`config.mk`:
```
export PLATFORM = sky130hd
export DESIGN_NAME = mem_unit_end_flat
export DESIGN_NICKNAME = d
export VERILOG_FILES = /design/src/rtl/errlog_pkg.sv /design/src/rtl/errlog_if.sv /design/src/rtl/mem_unit_end.sv /design/src/flat_wrapper.sv
export VERILOG_INCLUDE_DIRS = /design/src /design/src/rtl
export SDC_FILE = /design/constraint.sdc
export NUM_CORES = 1
export LEC_CHECK = 0
export BUFFER_PORTS_ARGS = -buffer_cell sky130_fd_sc_hd__buf_2
export CORE_MARGIN = 2
export CORE_UTILIZATION = 34
export DETAILED_ROUTE_END_ITERATION = 7
export MAX_ROUTING_LAYER = met4
export PLACE_DENSITY = 0.58
export RECOVER_POWER = 100
export REMOVE_ABC_BUFFERS = 1
export SYNTH_ARGS = -nofsm -noshare
export SYNTH_HDL_FRONTEND = slang
export SYNTH_SLANG_ARGS = --single-unit
```
`constraint.sdc`:
```
create_clock -name clk_in -period 4.9 [get_ports clk_in]
set_clock_uncertainty 0.2 [all_clocks]
set_input_delay 0.735 -clock clk_in [delete_from_list [all_inputs] [get_ports clk_in]]
set_output_delay 0.735 -clock clk_in [all_outputs]
set_load 0.01 [all_outputs]
```
`src/rtl/errlog_consts.svh`:
```
/*
  Offsets, field positions, fixed field values and timing counts shared by both ends
  of the error-log link. Assumes inclusion by bare name from rtl/.
*/
`ifndef ERRLOG_CONSTS_SVH
`define ERRLOG_CONSTS_SVH

// ==========================================================================
// Device register offsets (link register port)
`define OFS_ERR_LOG 5'h00
`define OFS_DEV_KIND 5'h01

// ==========================================================================
// Fixed device kind fields (class and version values are arbitrary)
`define DEV_CLASS_CODE 3'h5
`define DEV_ALWAYS_ONE 1'h1
`define DEV_VERSION 2'h1
`define CNT_MAX 2'h3

// ==========================================================================
// Strap bit positions on the storage address bus
`define SAB_TT_LSB 0
`define SAB_S_BIT 2
`define SAB_C_BIT 3
`define SAB_E_BIT 4
`define SAB_R_BIT 5
`define SAB_BB_LSB 15
`define SAB_PP_LSB 17
`define SAB_WIDTH 20

// ==========================================================================
// Row boundary: address bits at and above this one select the row
`define ROW_LSB 10

// ==========================================================================
// Timing
`define CLK_MHZ 20
`define ACCESS_NOMINAL_NS 150
`define ACCESS_NOMINAL_CYC ((`ACCESS_NOMINAL_NS * `CLK_MHZ + 999) / 1000)
`define TRANSIENT_WINDOW_CYC 64

// ==========================================================================
// Controller AXI4-Lite register offsets
`define A_CTRL 8'h00
`define A_STRAP1 8'h04
`define A_STRAP2 8'h08
`define A_REPORT 8'h0C
`define A_ACCESS 8'h10
`define A_REGRD 8'h14
`define A_STATUS 8'h18
`define A_RDATA 8'h1C

`define RESP_OKAY 2'h0
`define RESP_DECERR 2'h3

`endif

```
`src/rtl/errlog_pkg.sv`:
```
/*
  Types shared by the memory end and the agent end.
  Assumes nothing beyond a SystemVerilog compiler.
*/
package errlog_pkg;

  typedef enum logic [3:0] {
    CODE_TOGGLE = 4'h0,
    CODE_DETACH = 4'h1,
    CODE_ATTACH = 4'h2,
    CODE_INTERCHANGE = 4'h3,
    CODE_TEST_REPORT = 4'h4,
    CODE_CORR_ECC = 4'h5,
    CODE_UNCORR_ECC = 4'h6,
    CODE_BUS_MODULE_LOW = 4'h7,
    CODE_BUS_PARITY = 4'h8,
    CODE_MODULE = 4'h9,
    CODE_NO_ERROR = 4'hA,
    CODE_BUS_MODULE_HIGH = 4'hB,
    CODE_BUS_ARBITRATION = 4'hC,
    CODE_UNSAFE_MODULE = 4'hD,
    CODE_MODULE_LINE_PARITY = 4'hE,
    CODE_BUS_LINE_PARITY = 4'hF
  } err_code_e;

  typedef enum logic [1:0] {
    SEQ_IDLE = 2'b00,
    SEQ_INIT = 2'b01,
    SEQ_PH1 = 2'b10,
    SEQ_PH2 = 2'b11
  } init_seq_e;

endpackage

```
`src/rtl/errlog_if.sv`:
```
/*
  Link between the memory unit end and the bus agent end.
  Assumes both ends run on the same clock; every signal is single driven.
*/
`timescale 1ns/1ns
`include "errlog_consts.svh"

interface errlog_if;
  import errlog_pkg::*;
  // Agent to memory unit
  logic init;
  logic init_phase_one;
  logic init_phase_two;
  logic [`SAB_WIDTH-1:0] storage_address_bus;
  logic report_valid;
  err_code_e report_type;
  logic [2:0] report_bus;
  logic [5:0] report_module;
  logic recovery_enable;
  logic reg_rd;
  logic [4:0] reg_addr;
  logic acc_req;
  logic [`SAB_WIDTH-1:0] acc_addr;
  // Memory unit to agent
  logic reg_ack;
  logic [15:0] reg_rdata;
  logic retry;
  logic stage;
  logic bus_switch;
  logic module_switch;
  logic buffer_check_en;
  logic fast_ripple;
  logic row_strobe;
  logic acc_busy;
  logic acc_done;
  logic [`SAB_WIDTH-1:0] array_addr;

  modport mem_end(
    input init, init_phase_one, init_phase_two, storage_address_bus, report_valid,
    input report_type, report_bus, report_module, recovery_enable, reg_rd, reg_addr,
    input acc_req, acc_addr,
    output reg_ack, reg_rdata, retry, stage, bus_switch, module_switch, buffer_check_en,
    output fast_ripple, row_strobe, acc_busy, acc_done, array_addr
  );
  modport agent_end(
    output init, init_phase_one, init_phase_two, storage_address_bus, report_valid,
    output report_type, report_bus, report_module, recovery_enable, reg_rd, reg_addr,
    output acc_req, acc_addr,
    input reg_ack, reg_rdata, retry, stage, bus_switch, module_switch, buffer_check_en,
    input fast_ripple, row_strobe, acc_busy, acc_done, array_addr
  );
endinterface

```
`src/rtl/mem_unit_end.sv`:
```
/*
  Memory unit end: error report log, classification and recovery pulses,
  start-up configuration latched from the straps, array address mapping.
  Assumes the agent end drives the link on the same clock, so no synchronisers.
*/
`timescale 1ns/1ns
`include "errlog_consts.svh"

module mem_unit_end #(
  parameter int WINDOW_CYCLES = `TRANSIENT_WINDOW_CYC,
  parameter int NOMINAL_CYCLES = `ACCESS_NOMINAL_CYC
) (
  input wire logic clk_in,
  input wire logic rst_n_in,
  errlog_if.mem_end link
);
  import errlog_pkg::*;

  // ========================================================================
  // Log and configuration state
  err_code_e log_type_r;
  logic [2:0] log_bus_r;
  logic [5:0] log_module_r;
  logic [1:0] report_counter_r;
  logic perm_r;
  logic [15:0] win_cnt_r;
  logic reopen_r;
  logic extra_flag_r;
  logic speed_read_r;
  logic nominal_time_r;
  logic boundary_check_r;
  logic [1:0] board_kind_code_r;
  logic [1:0] partial_ram_code_r;
  logic [1:0] ram_kind_code_r;

  // ========================================================================
  // Classification of an incoming report
  wire err_code_e rt = link.report_type;
  wire win_active = (win_cnt_r != 16'h0000);
  wire same_as_last = win_active && (rt == log_type_r) &&
                      (link.report_module == log_module_r);
  wire is_unsafe = (rt == CODE_UNSAFE_MODULE);
  wire is_perm = is_unsafe || same_as_last;
  wire is_interchange = (rt == CODE_INTERCHANGE);
  wire bus_kind = (rt == CODE_BUS_LINE_PARITY) || (rt == CODE_BUS_ARBITRATION) ||
                  (rt == CODE_BUS_PARITY);
  wire mod_kind = (rt == CODE_MODULE_LINE_PARITY) || is_unsafe ||
                  (rt == CODE_MODULE) || (rt == CODE_UNCORR_ECC);
  wire combo_kind = (rt == CODE_BUS_MODULE_HIGH) || (rt == CODE_BUS_MODULE_LOW);
  wire spare_bus = board_kind_code_r[1];
  // Combined codes prefer the spare bus; without one the module takes over
  wire want_bus = is_perm && (bus_kind || (combo_kind && spare_bus));
  wire want_mod = is_perm && (mod_kind || (combo_kind && !spare_bus));
  wire do_bus_sw = link.report_valid && want_bus && spare_bus &&
                   link.recovery_enable;
  wire do_mod_sw = link.report_valid && want_mod && link.recovery_enable;
  wire [1:0] cnt_inc = (report_counter_r == `CNT_MAX) ? `CNT_MAX :
                       report_counter_r + 2'h1;
  wire [15:0] win_load = WINDOW_CYCLES[15:0];

  // ========================================================================
  // Error log. The type, bus and module fields are not touched by the init
  // pulse so a crash leaves them readable; only the pin reset clears them.
  always_ff @(posedge clk_in or negedge rst_n_in) begin
    if (!rst_n_in) begin
      log_type_r <= CODE_TOGGLE;
      log_bus_r <= 3'h0;
      log_module_r <= 6'h00;
    end else if (link.report_valid) begin
      log_type_r <= rt;
      log_bus_r <= link.report_bus;
      log_module_r <= link.report_module;
    end
  end

  always_ff @(posedge clk_in or negedge rst_n_in) begin
    if (!rst_n_in) begin
      report_counter_r <= 2'h0;
      perm_r <= 1'b0;
    end else if (link.init || (link.report_valid && is_interchange)) begin
      report_counter_r <= 2'h0;
      perm_r <= 1'b0;
    end else if (link.report_valid) begin
      report_counter_r <= cnt_inc;
      perm_r <= is_perm;
    end
  end

  // Window opens on a transient report and again after every bus switch
  always_ff @(posedge clk_in or negedge rst_n_in) begin
    if (!rst_n_in) begin
      win_cnt_r <= 16'h0000;
    end else if (link.init) begin
      win_cnt_r <= 16'h0000;
    end else if (link.report_valid && (!is_perm || do_bus_sw)) begin
      win_cnt_r <= win_load;
    end else if (win_active) begin
      win_cnt_r <= win_cnt_r - 16'h0001;
    end
  end

  // ========================================================================
  // Recovery pulses
  always_ff @(posedge clk_in or negedge rst_n_in) begin
    if (!rst_n_in) begin
      link.retry <= 1'b0;
      link.stage <= 1'b0;
      link.bus_switch <= 1'b0;
      link.module_switch <= 1'b0;
      reopen_r <= 1'b0;
    end else begin
      link.retry <= link.report_valid || reopen_r;
      link.stage <= link.report_valid;
      link.bus_switch <= do_bus_sw;
      link.module_switch <= do_mod_sw;
      reopen_r <= do_bus_sw;
    end
  end

  // ========================================================================
  // Configuration straps
  always_ff @(posedge clk_in or negedge rst_n_in) begin
    if (!rst_n_in) begin
      board_kind_code_r <= 2'h0;
      partial_ram_code_r <= 2'h0;
    end else if (link.init_phase_one) begin
      board_kind_code_r <= link.storage_address_bus[`SAB_BB_LSB +: 2];
      partial_ram_code_r <= link.storage_address_bus[`SAB_PP_LSB +: 2];
    end
  end

  always_ff @(posedge clk_in or negedge rst_n_in) begin
    if (!rst_n_in) begin
      extra_flag_r <= 1'b0;
      speed_read_r <= 1'b0;
      nominal_time_r <= 1'b0;
      boundary_check_r <= 1'b1;
      ram_kind_code_r <= 2'h0;
    end else if (link.init_phase_two) begin
      extra_flag_r <= link.storage_address_bus[`SAB_E_BIT];
      speed_read_r <= link.storage_address_bus[`SAB_R_BIT];
      nominal_time_r <= link.storage_address_bus[`SAB_S_BIT];
      boundary_check_r <= link.storage_address_bus[`SAB_C_BIT];
      ram_kind_code_r <= link.storage_address_bus[`SAB_TT_LSB +: 2];
    end
  end

  assign link.buffer_check_en = board_kind_code_r[0];
  assign link.fast_ripple = speed_read_r;

  // ========================================================================
  // Register read port: one cycle, unmapped offsets read zero
  wire [15:0] log_word = {report_counter_r, perm_r, log_type_r, log_bus_r, log_module_r};
  wire [15:0] kind_word = {`DEV_CLASS_CODE, `DEV_ALWAYS_ONE, `DEV_VERSION, extra_flag_r,
                           speed_read_r, nominal_time_r, boundary_check_r,
                           board_kind_code_r, partial_ram_code_r, ram_kind_code_r};
  wire [15:0] rd_mux = (link.reg_addr == `OFS_ERR_LOG) ? log_word :
                       (link.reg_addr == `OFS_DEV_KIND) ? kind_word : 16'h0000;

  always_ff @(posedge clk_in or negedge rst_n_in) begin
    if (!rst_n_in) begin
      link.reg_ack <= 1'b0;
      link.reg_rdata <= 16'h0000;
    end else begin
      link.reg_ack <= link.reg_rd;
      if (link.reg_rd) begin
        link.reg_rdata <= rd_mux;
      end
    end
  end

  // ========================================================================
  // Array address mapping
  function automatic logic [19:0] layout(input logic [19:0] a, input logic [1:0] kind);
    logic [19:0] o;
    o = a;
    unique case (kind)
      2'b10: o = {a[15], a[14], a[19], a[17], a[13:7], a[18], a[16], a[6:0]};
      2'b01: o = {a[17], a[16], a[19], a[15:8], a[18], a[7:0]};
      2'b00: o = a;
      2'b11: o = a; // Undefined kind passes the address unchanged
    endcase
    return o;
  endfunction

  wire [19:0] pmask = {18'h00000, ~partial_ram_code_r};
  wire [19:0] part_a = (ram_kind_code_r == 2'b01) ? (link.acc_addr ^ (pmask << 14)) :
                       (ram_kind_code_r == 2'b00) ? (link.acc_addr ^ (pmask << 16)) :
                       link.acc_addr;
  wire [19:0] mapped_a = layout(part_a, ram_kind_code_r);
  wire [2:0] acc_len = 3'(NOMINAL_CYCLES) + {2'b00, !nominal_time_r};
  wire acc_start = link.acc_req && !link.acc_busy;
  logic [2:0] acc_cnt_r;
  logic [19:0] last_row_r;
  wire row_change = (mapped_a[19:`ROW_LSB] != last_row_r[19:`ROW_LSB]);

  assign link.acc_busy = (acc_cnt_r != 3'h0);

  // Without boundary checking every access must strobe a row, as plain DRAM
  always_ff @(posedge clk_in or negedge rst_n_in) begin
    if (!rst_n_in) begin
      acc_cnt_r <= 3'h0;
      last_row_r <= 20'h00000;
      link.array_addr <= 20'h00000;
      link.row_strobe <= 1'b0;
      link.acc_done <= 1'b0;
    end else begin
      link.row_strobe <= acc_start && (!boundary_check_r || row_change);
      link.acc_done <= (acc_cnt_r == 3'h1);
      if (acc_start) begin
        acc_cnt_r <= acc_len;
        last_row_r <= mapped_a;
        link.array_addr <= mapped_a;
      end else if (link.acc_busy) begin
        acc_cnt_r <= acc_cnt_r - 3'h1;
      end
    end
  end
endmodule

```
`src/flat_wrapper.sv`:
```
// flat-port wrapper written by rule: the top's interface ports become plain ports
module mem_unit_end_flat import errlog_pkg::*;
#(
  parameter int WINDOW_CYCLES = `TRANSIENT_WINDOW_CYC,
  parameter int NOMINAL_CYCLES = `ACCESS_NOMINAL_CYC
)
  (clk_in, rst_n_in, link_init, link_init_phase_one, link_init_phase_two, link_storage_address_bus, link_report_valid, link_report_type, link_report_bus, link_report_module, link_recovery_enable, link_reg_rd, link_reg_addr, link_acc_req, link_acc_addr, link_reg_ack, link_reg_rdata, link_retry, link_stage, link_bus_switch, link_module_switch, link_buffer_check_en, link_fast_ripple, link_row_strobe, link_acc_busy, link_acc_done, link_array_addr);
  errlog_if link_i ();
  input wire logic clk_in;
  input wire logic rst_n_in;
  input wire logic [$bits(link_i.init)-1:0] link_init;
  input wire logic [$bits(link_i.init_phase_one)-1:0] link_init_phase_one;
  input wire logic [$bits(link_i.init_phase_two)-1:0] link_init_phase_two;
  input wire logic [$bits(link_i.storage_address_bus)-1:0] link_storage_address_bus;
  input wire logic [$bits(link_i.report_valid)-1:0] link_report_valid;
  input wire logic [$bits(link_i.report_type)-1:0] link_report_type;
  input wire logic [$bits(link_i.report_bus)-1:0] link_report_bus;
  input wire logic [$bits(link_i.report_module)-1:0] link_report_module;
  input wire logic [$bits(link_i.recovery_enable)-1:0] link_recovery_enable;
  input wire logic [$bits(link_i.reg_rd)-1:0] link_reg_rd;
  input wire logic [$bits(link_i.reg_addr)-1:0] link_reg_addr;
  input wire logic [$bits(link_i.acc_req)-1:0] link_acc_req;
  input wire logic [$bits(link_i.acc_addr)-1:0] link_acc_addr;
  output wire logic [$bits(link_i.reg_ack)-1:0] link_reg_ack;
  output wire logic [$bits(link_i.reg_rdata)-1:0] link_reg_rdata;
  output wire logic [$bits(link_i.retry)-1:0] link_retry;
  output wire logic [$bits(link_i.stage)-1:0] link_stage;
  output wire logic [$bits(link_i.bus_switch)-1:0] link_bus_switch;
  output wire logic [$bits(link_i.module_switch)-1:0] link_module_switch;
  output wire logic [$bits(link_i.buffer_check_en)-1:0] link_buffer_check_en;
  output wire logic [$bits(link_i.fast_ripple)-1:0] link_fast_ripple;
  output wire logic [$bits(link_i.row_strobe)-1:0] link_row_strobe;
  output wire logic [$bits(link_i.acc_busy)-1:0] link_acc_busy;
  output wire logic [$bits(link_i.acc_done)-1:0] link_acc_done;
  output wire logic [$bits(link_i.array_addr)-1:0] link_array_addr;
  assign link_i.init = link_init;
  assign link_i.init_phase_one = link_init_phase_one;
  assign link_i.init_phase_two = link_init_phase_two;
  assign link_i.storage_address_bus = link_storage_address_bus;
  assign link_i.report_valid = link_report_valid;
  assign link_i.report_type = link_report_type;
  assign link_i.report_bus = link_report_bus;
  assign link_i.report_module = link_report_module;
  assign link_i.recovery_enable = link_recovery_enable;
  assign link_i.reg_rd = link_reg_rd;
  assign link_i.reg_addr = link_reg_addr;
  assign link_i.acc_req = link_acc_req;
  assign link_i.acc_addr = link_acc_addr;
  assign link_reg_ack = link_i.reg_ack;
  assign link_reg_rdata = link_i.reg_rdata;
  assign link_retry = link_i.retry;
  assign link_stage = link_i.stage;
  assign link_bus_switch = link_i.bus_switch;
  assign link_module_switch = link_i.module_switch;
  assign link_buffer_check_en = link_i.buffer_check_en;
  assign link_fast_ripple = link_i.fast_ripple;
  assign link_row_strobe = link_i.row_strobe;
  assign link_acc_busy = link_i.acc_busy;
  assign link_acc_done = link_i.acc_done;
  assign link_array_addr = link_i.array_addr;
  mem_unit_end #(.WINDOW_CYCLES(WINDOW_CYCLES), .NOMINAL_CYCLES(NOMINAL_CYCLES)) u_core (.clk_in(clk_in), .rst_n_in(rst_n_in), .link(link_i));
endmodule
```
==> impl_metrics.prom <==
# TYPE chip_impl_metric gauge
chip_impl_info{name="run_status",value="complete, but fails checks"} 1
chip_impl_info{name="violations",value="max-capacitance violations, max-slew violations"} 1
chip_impl_metric{name="clkPwrFrac",unit=""} 0.269
chip_impl_info{name="clk_root_buffer_cell",value="clkbuf_16"} 1
chip_impl_metric{name="sequential_cell_area",unit="um2"} 2200
chip_impl_metric{name="core",unit="um2"} 13200
chip_impl_metric{name="antenna-diode-count",unit=""} 0
chip_impl_metric{name="grt_pass1_wl",unit="um"} 17900
chip_impl_metric{name="rr_worst_depth",unit=""} 6
chip_impl_metric{name="share_seq_of_total_power",unit=""} 0.374
chip_impl_info{name="synth_top_area_cell",value="dfrtp_1"} 1
chip_impl_metric{name="cellPowerDensity",unit="nW/um2"} 513
chip_impl_metric{name="multi_input_area",unit="um2"} 2120
chip_impl_metric{name="syn-mean-instance-area",unit="um2"} 10.2
chip_impl_metric{name="number_of_cts_inserted_buffers",unit=""} 9
chip_impl_metric{name="ant_nets",unit=""} 0
chip_impl_metric{name="die_area",unit="um2"} 14300
chip_impl_info{name="rsz0062_at_grt",value="no"} 1
chip_impl_metric{name="synth-seq-cells",unit=""} 88
chip_impl_info{name="regToRegEndpoint",value="u_core.win_cnt_r[3]"} 1
chip_impl_metric{name="total_wirelength",unit="um"} 10900
chip_impl_metric{name="internal_power_of_the_cells",unit="mW"} 1.81
chip_impl_info{name="cpLargestDelayFamily",value="simple AND/OR/NAND/NOR gates"} 1
chip_impl_info{name="hold_path_class",value="reg2reg"} 1
chip_impl_metric{name="whs_path_depth",unit=""} 1
chip_impl_metric{name="comb_power_share",unit=""} 0.358
chip_impl_metric{name="synth_largest_type_area_fraction",unit=""} 0.478
chip_impl_metric{name="route.detailed.wl_per_inst",unit="um"} 15.2
chip_impl_metric{name="final_core_util",unit=""} 0.413
chip_impl_metric{name="finalHoldViolCount",unit=""} 0
chip_impl_info{name="postSynth.topFlopCell",value="dfrtp_1"} 1
chip_impl_metric{name="path_max_fanout",unit=""} 15
chip_impl_metric{name="worstMarginPinSlew",unit="ns"} 2.93
chip_impl_metric{name="p_leak",unit="nW"} 2.36
chip_impl_metric{name="critPathMaxStageDelay",unit="ns"} 0.87
chip_impl_metric{name="ir_worst_vdd",unit="uV"} 211
chip_impl_metric{name="fmax",unit="MHz"} 303
chip_impl_metric{name="swShare",unit=""} 0.351
chip_impl_info{name="clock_tree_from_tritoncts",value="built"} 1
chip_impl_metric{name="whs",unit="ns"} 0.274
chip_impl_metric{name="period_share",unit=""} 0.675
chip_impl_metric{name="number_of_library_cell_types_mapped_by_synthesis",unit=""} 53
chip_impl_info{name="critPathKind",value="reg2reg"} 1
chip_impl_metric{name="port_buffers",unit=""} 102
chip_impl_info{name="cp_slowest_cell",value="nor4_1"} 1
chip_impl_info{name="layout.cells.most_common",value="dfrtp_1"} 1
chip_impl_info{name="min_delay_worst_endpoint",value="u_core.link.retry"} 1
chip_impl_metric{name="synth_edf_count",unit=""} 0
chip_impl_metric{name="cts_hold_buf",unit=""} 0
chip_impl_metric{name="critPathRequiredTime",unit="ns"} 4.89
chip_impl_metric{name="seq_area_frac_synth",unit=""} 0.484
chip_impl_metric{name="clock_sink_count",unit=""} 88
chip_impl_metric{name="synth_warnings",unit=""} 0
chip_impl_metric{name="detailed_place_hpwl",unit="um"} 7680
chip_impl_metric{name="clk-insertion-delay-late",unit="ns"} 0.34
chip_impl_metric{name="post_synth_inst_count",unit=""} 446
chip_impl_metric{name="die_height",unit="um"} 120
chip_impl_metric{name="regToRegSetupSlack",unit="ns"} 1.59
chip_impl_metric{name="area_delta_synth_final",unit="%"} 19.5
chip_impl_metric{name="drt_first_iter_violations",unit=""} 167
chip_impl_metric{name="post_cts.resized_instances",unit=""} 0
chip_impl_metric{name="final.min_clock_period",unit="ns"} 3.31
chip_impl_metric{name="cap_viol_max_count",unit=""} 1
chip_impl_metric{name="drive_above_1_share",unit=""} 0.212
chip_impl_metric{name="netSwitchingPower",unit="mW"} 0.979
chip_impl_metric{name="gpl.final_weighted_congestion",unit=""} 0.903
chip_impl_metric{name="grt_overflow_total",unit=""} 0
chip_impl_metric{name="ctsHtreeMaxLevel",unit=""} 3
chip_impl_metric{name="ctsLongestPathBuffers",unit=""} 2
chip_impl_metric{name="die_width",unit="um"} 120
chip_impl_metric{name="synth-async-reset-ratio",unit=""} 1.00
chip_impl_metric{name="floorplan.io_pins",unit=""} 113
chip_impl_metric{name="grt_start_max_net_pins",unit=""} 55
chip_impl_info{name="synth.top_cells.by_area",value="dfrtp_1 (48%), mux2_2 (10%), xnor2_1 (4.6%)"} 1
chip_impl_info{name="worstSetupEndpointType",value="register"} 1
chip_impl_info{name="timing.rr.start",value="u_core.win_cnt_r[12]"} 1
chip_impl_metric{name="floorplan.initialDensity",unit=""} 0.345
chip_impl_metric{name="slew_headroom",unit=""} -0.951
chip_impl_metric{name="detail_route.drc_violations",unit=""} 0
chip_impl_metric{name="via_per_instance_ratio",unit=""} 4.89
chip_impl_metric{name="worstPathArrival",unit="ns"} 3.30
chip_impl_info{name="top_library_cells_by_usage_in_the_layout_fill_and_taps_aside",value="dfrtp_1 (87), clkbuf_1 (53), buf_2 (51)"} 1
chip_impl_metric{name="setup_viol",unit=""} 0
chip_impl_metric{name="netlist_area",unit="um2"} 4560
chip_impl_metric{name="first_global_vias",unit=""} 3595
chip_impl_metric{name="fin_tns_setup",unit="ns"} 0
chip_impl_info{name="worst_setup_path_start_kind",value="register"} 1
chip_impl_metric{name="std_cell_rows",unit=""} 42
chip_impl_metric{name="finalNetCount",unit=""} 613
chip_impl_metric{name="drtPass1Iterations",unit=""} 4
chip_impl_metric{name="path_clk_slew",unit="ns"} 0.06
chip_impl_info{name="timing.hold.worst.start",value="u_core.link.bus_switch"} 1
chip_impl_metric{name="final_max_slew_viol_count",unit=""} 55
chip_impl_metric{name="cts_setup_buffers",unit=""} 0
chip_impl_info{name="crit_chain",value="or4_1 -> nor4_1 -> nand3_4 -> a211o_1 -> nand3b_1 -> nor2_1"} 1
chip_impl_metric{name="cp_num_buf_inv",unit=""} 0
chip_impl_metric{name="detailroute.via_count",unit=""} 3516
chip_impl_metric{name="layout.filler_cells",unit=""} 1330
chip_impl_metric{name="antenna_found_initial",unit=""} 0
chip_impl_metric{name="grt_usage",unit=""} 0.165
registers in the layout, indices dropped and copies added, names as in the netlist, 3 cells and up:
register,cells
u_core.win_cnt_r,16
u_core.link.reg_rdata,16
u_core.link.array_addr,20
u_core.log_type_r,4
u_core.log_bus_r,3
u_core.log_module_r,6
u_core.acc_cnt_r,3
logic make-up after synthesis:
logic type / Yosys count / share of synthesized area
flip-flops: 88 / 0.484
AND/OR/NAND/NOR: 126 / 0.149
AO/OA/AOI/OAI: 91 / 0.124
buffers and inverters: 54 / 0.0461
adder cells (fa/ha/maj): 8 / 0.0220
multiplexers: 45 / 0.110
XOR/XNOR: 34 / 0.0653
power by group through the flow:
| stage | clock network [mW] | registers, mW | logic (mW) |
|---|---|---|---|
| 2_1_floorplan | 0 | 1.08 | 0.726 |
| 3_3_place_gp | 0 | 1.05 | 1.04 |
| 3_5_place_dp | 0 | 1.06 | 1.06 |
| 4_1_cts | 0.766 | 1.04 | 1.07 |
| 5_1_grt | 0.804 | 1.07 | 1.13 |
| 6_report | 0.750 | 1.04 | 0.999 |
per-stage QoR:
stage	power (mW)	cell area, um2	worst slack [ns]	instances
floorplan	1.80	4460	2.31	423
global placement	2.08	5220	2.11	703
detailed placement	2.11	5220	2.09	703
CTS	2.88	5540	2.07	719
global route	3.00	5450	1.06	719
finish	2.79	5450	1.59	719
layer usage:
metal / wire length, um / share of wire / GRT usage / vias to the layer above
met5: 0 / 0 / - / -
met4: 219 / 0.020 / 0.0721 / 0
met3: 408 / 0.037 / 0.0276 / 13
met2: 5110 / 0.47 / 0.254 / 74
met1: 5190 / 0.48 / 0.216 / 1684
li1: - / - / - / 1745
worst max path at each step:
stage                               from                        end  cells after the start
4_1_cts        u_core.ram_kind_code_r[0]     u_core.link.row_strobe                      8
6_report            u_core.win_cnt_r[12]        u_core.win_cnt_r[3]                      6
5_1_grt                         rst_n_in  u_core.link.module_switch                      1
2_1_floorplan           link_reg_addr[4]  u_core.link.reg_rdata[14]                      4
3_3_place_gp   u_core.ram_kind_code_r[0]     u_core.link.row_strobe                      8
3_5_place_dp   u_core.ram_kind_code_r[0]     u_core.link.row_strobe                      8
cell usage after synthesis, types with 3 or more instances:
cell      instances
a21o_1            3
nand4_1           4
o22ai_1           3
inv_1            31
nor2b_1           8
clkbuf_1         19
nor4_1            4
dfrtp_1          87
nor3b_1           3
o211ai_1          5
buf_1             3
xor2_1           10
a21oi_1          15
a211oi_1          3
o21ai_0          37
mux2i_1           3
nor3_1           12
nand2_1          27
mux2_2           42
nand2b_1          9
nor2_1           27
nand3_1          19
ha_1              8
xnor2_1          24
a31oi_1           6
cell type report:
| type | instances | area share |
|---|---|---|
| Sequential cell | 88 | 0.405 |
| Multi-Input combinational cell | 304 | 0.389 |
| Timing Repair Buffer | 104 | 0.0848 |
| Clock buffer | 13 | 0.0478 |
| Tap cell | 176 | 0.0404 |
| Inverter | 31 | 0.0214 |
| Clock inverter | 3 | 0.0119 |
Power figures use the tool's default switching activity.
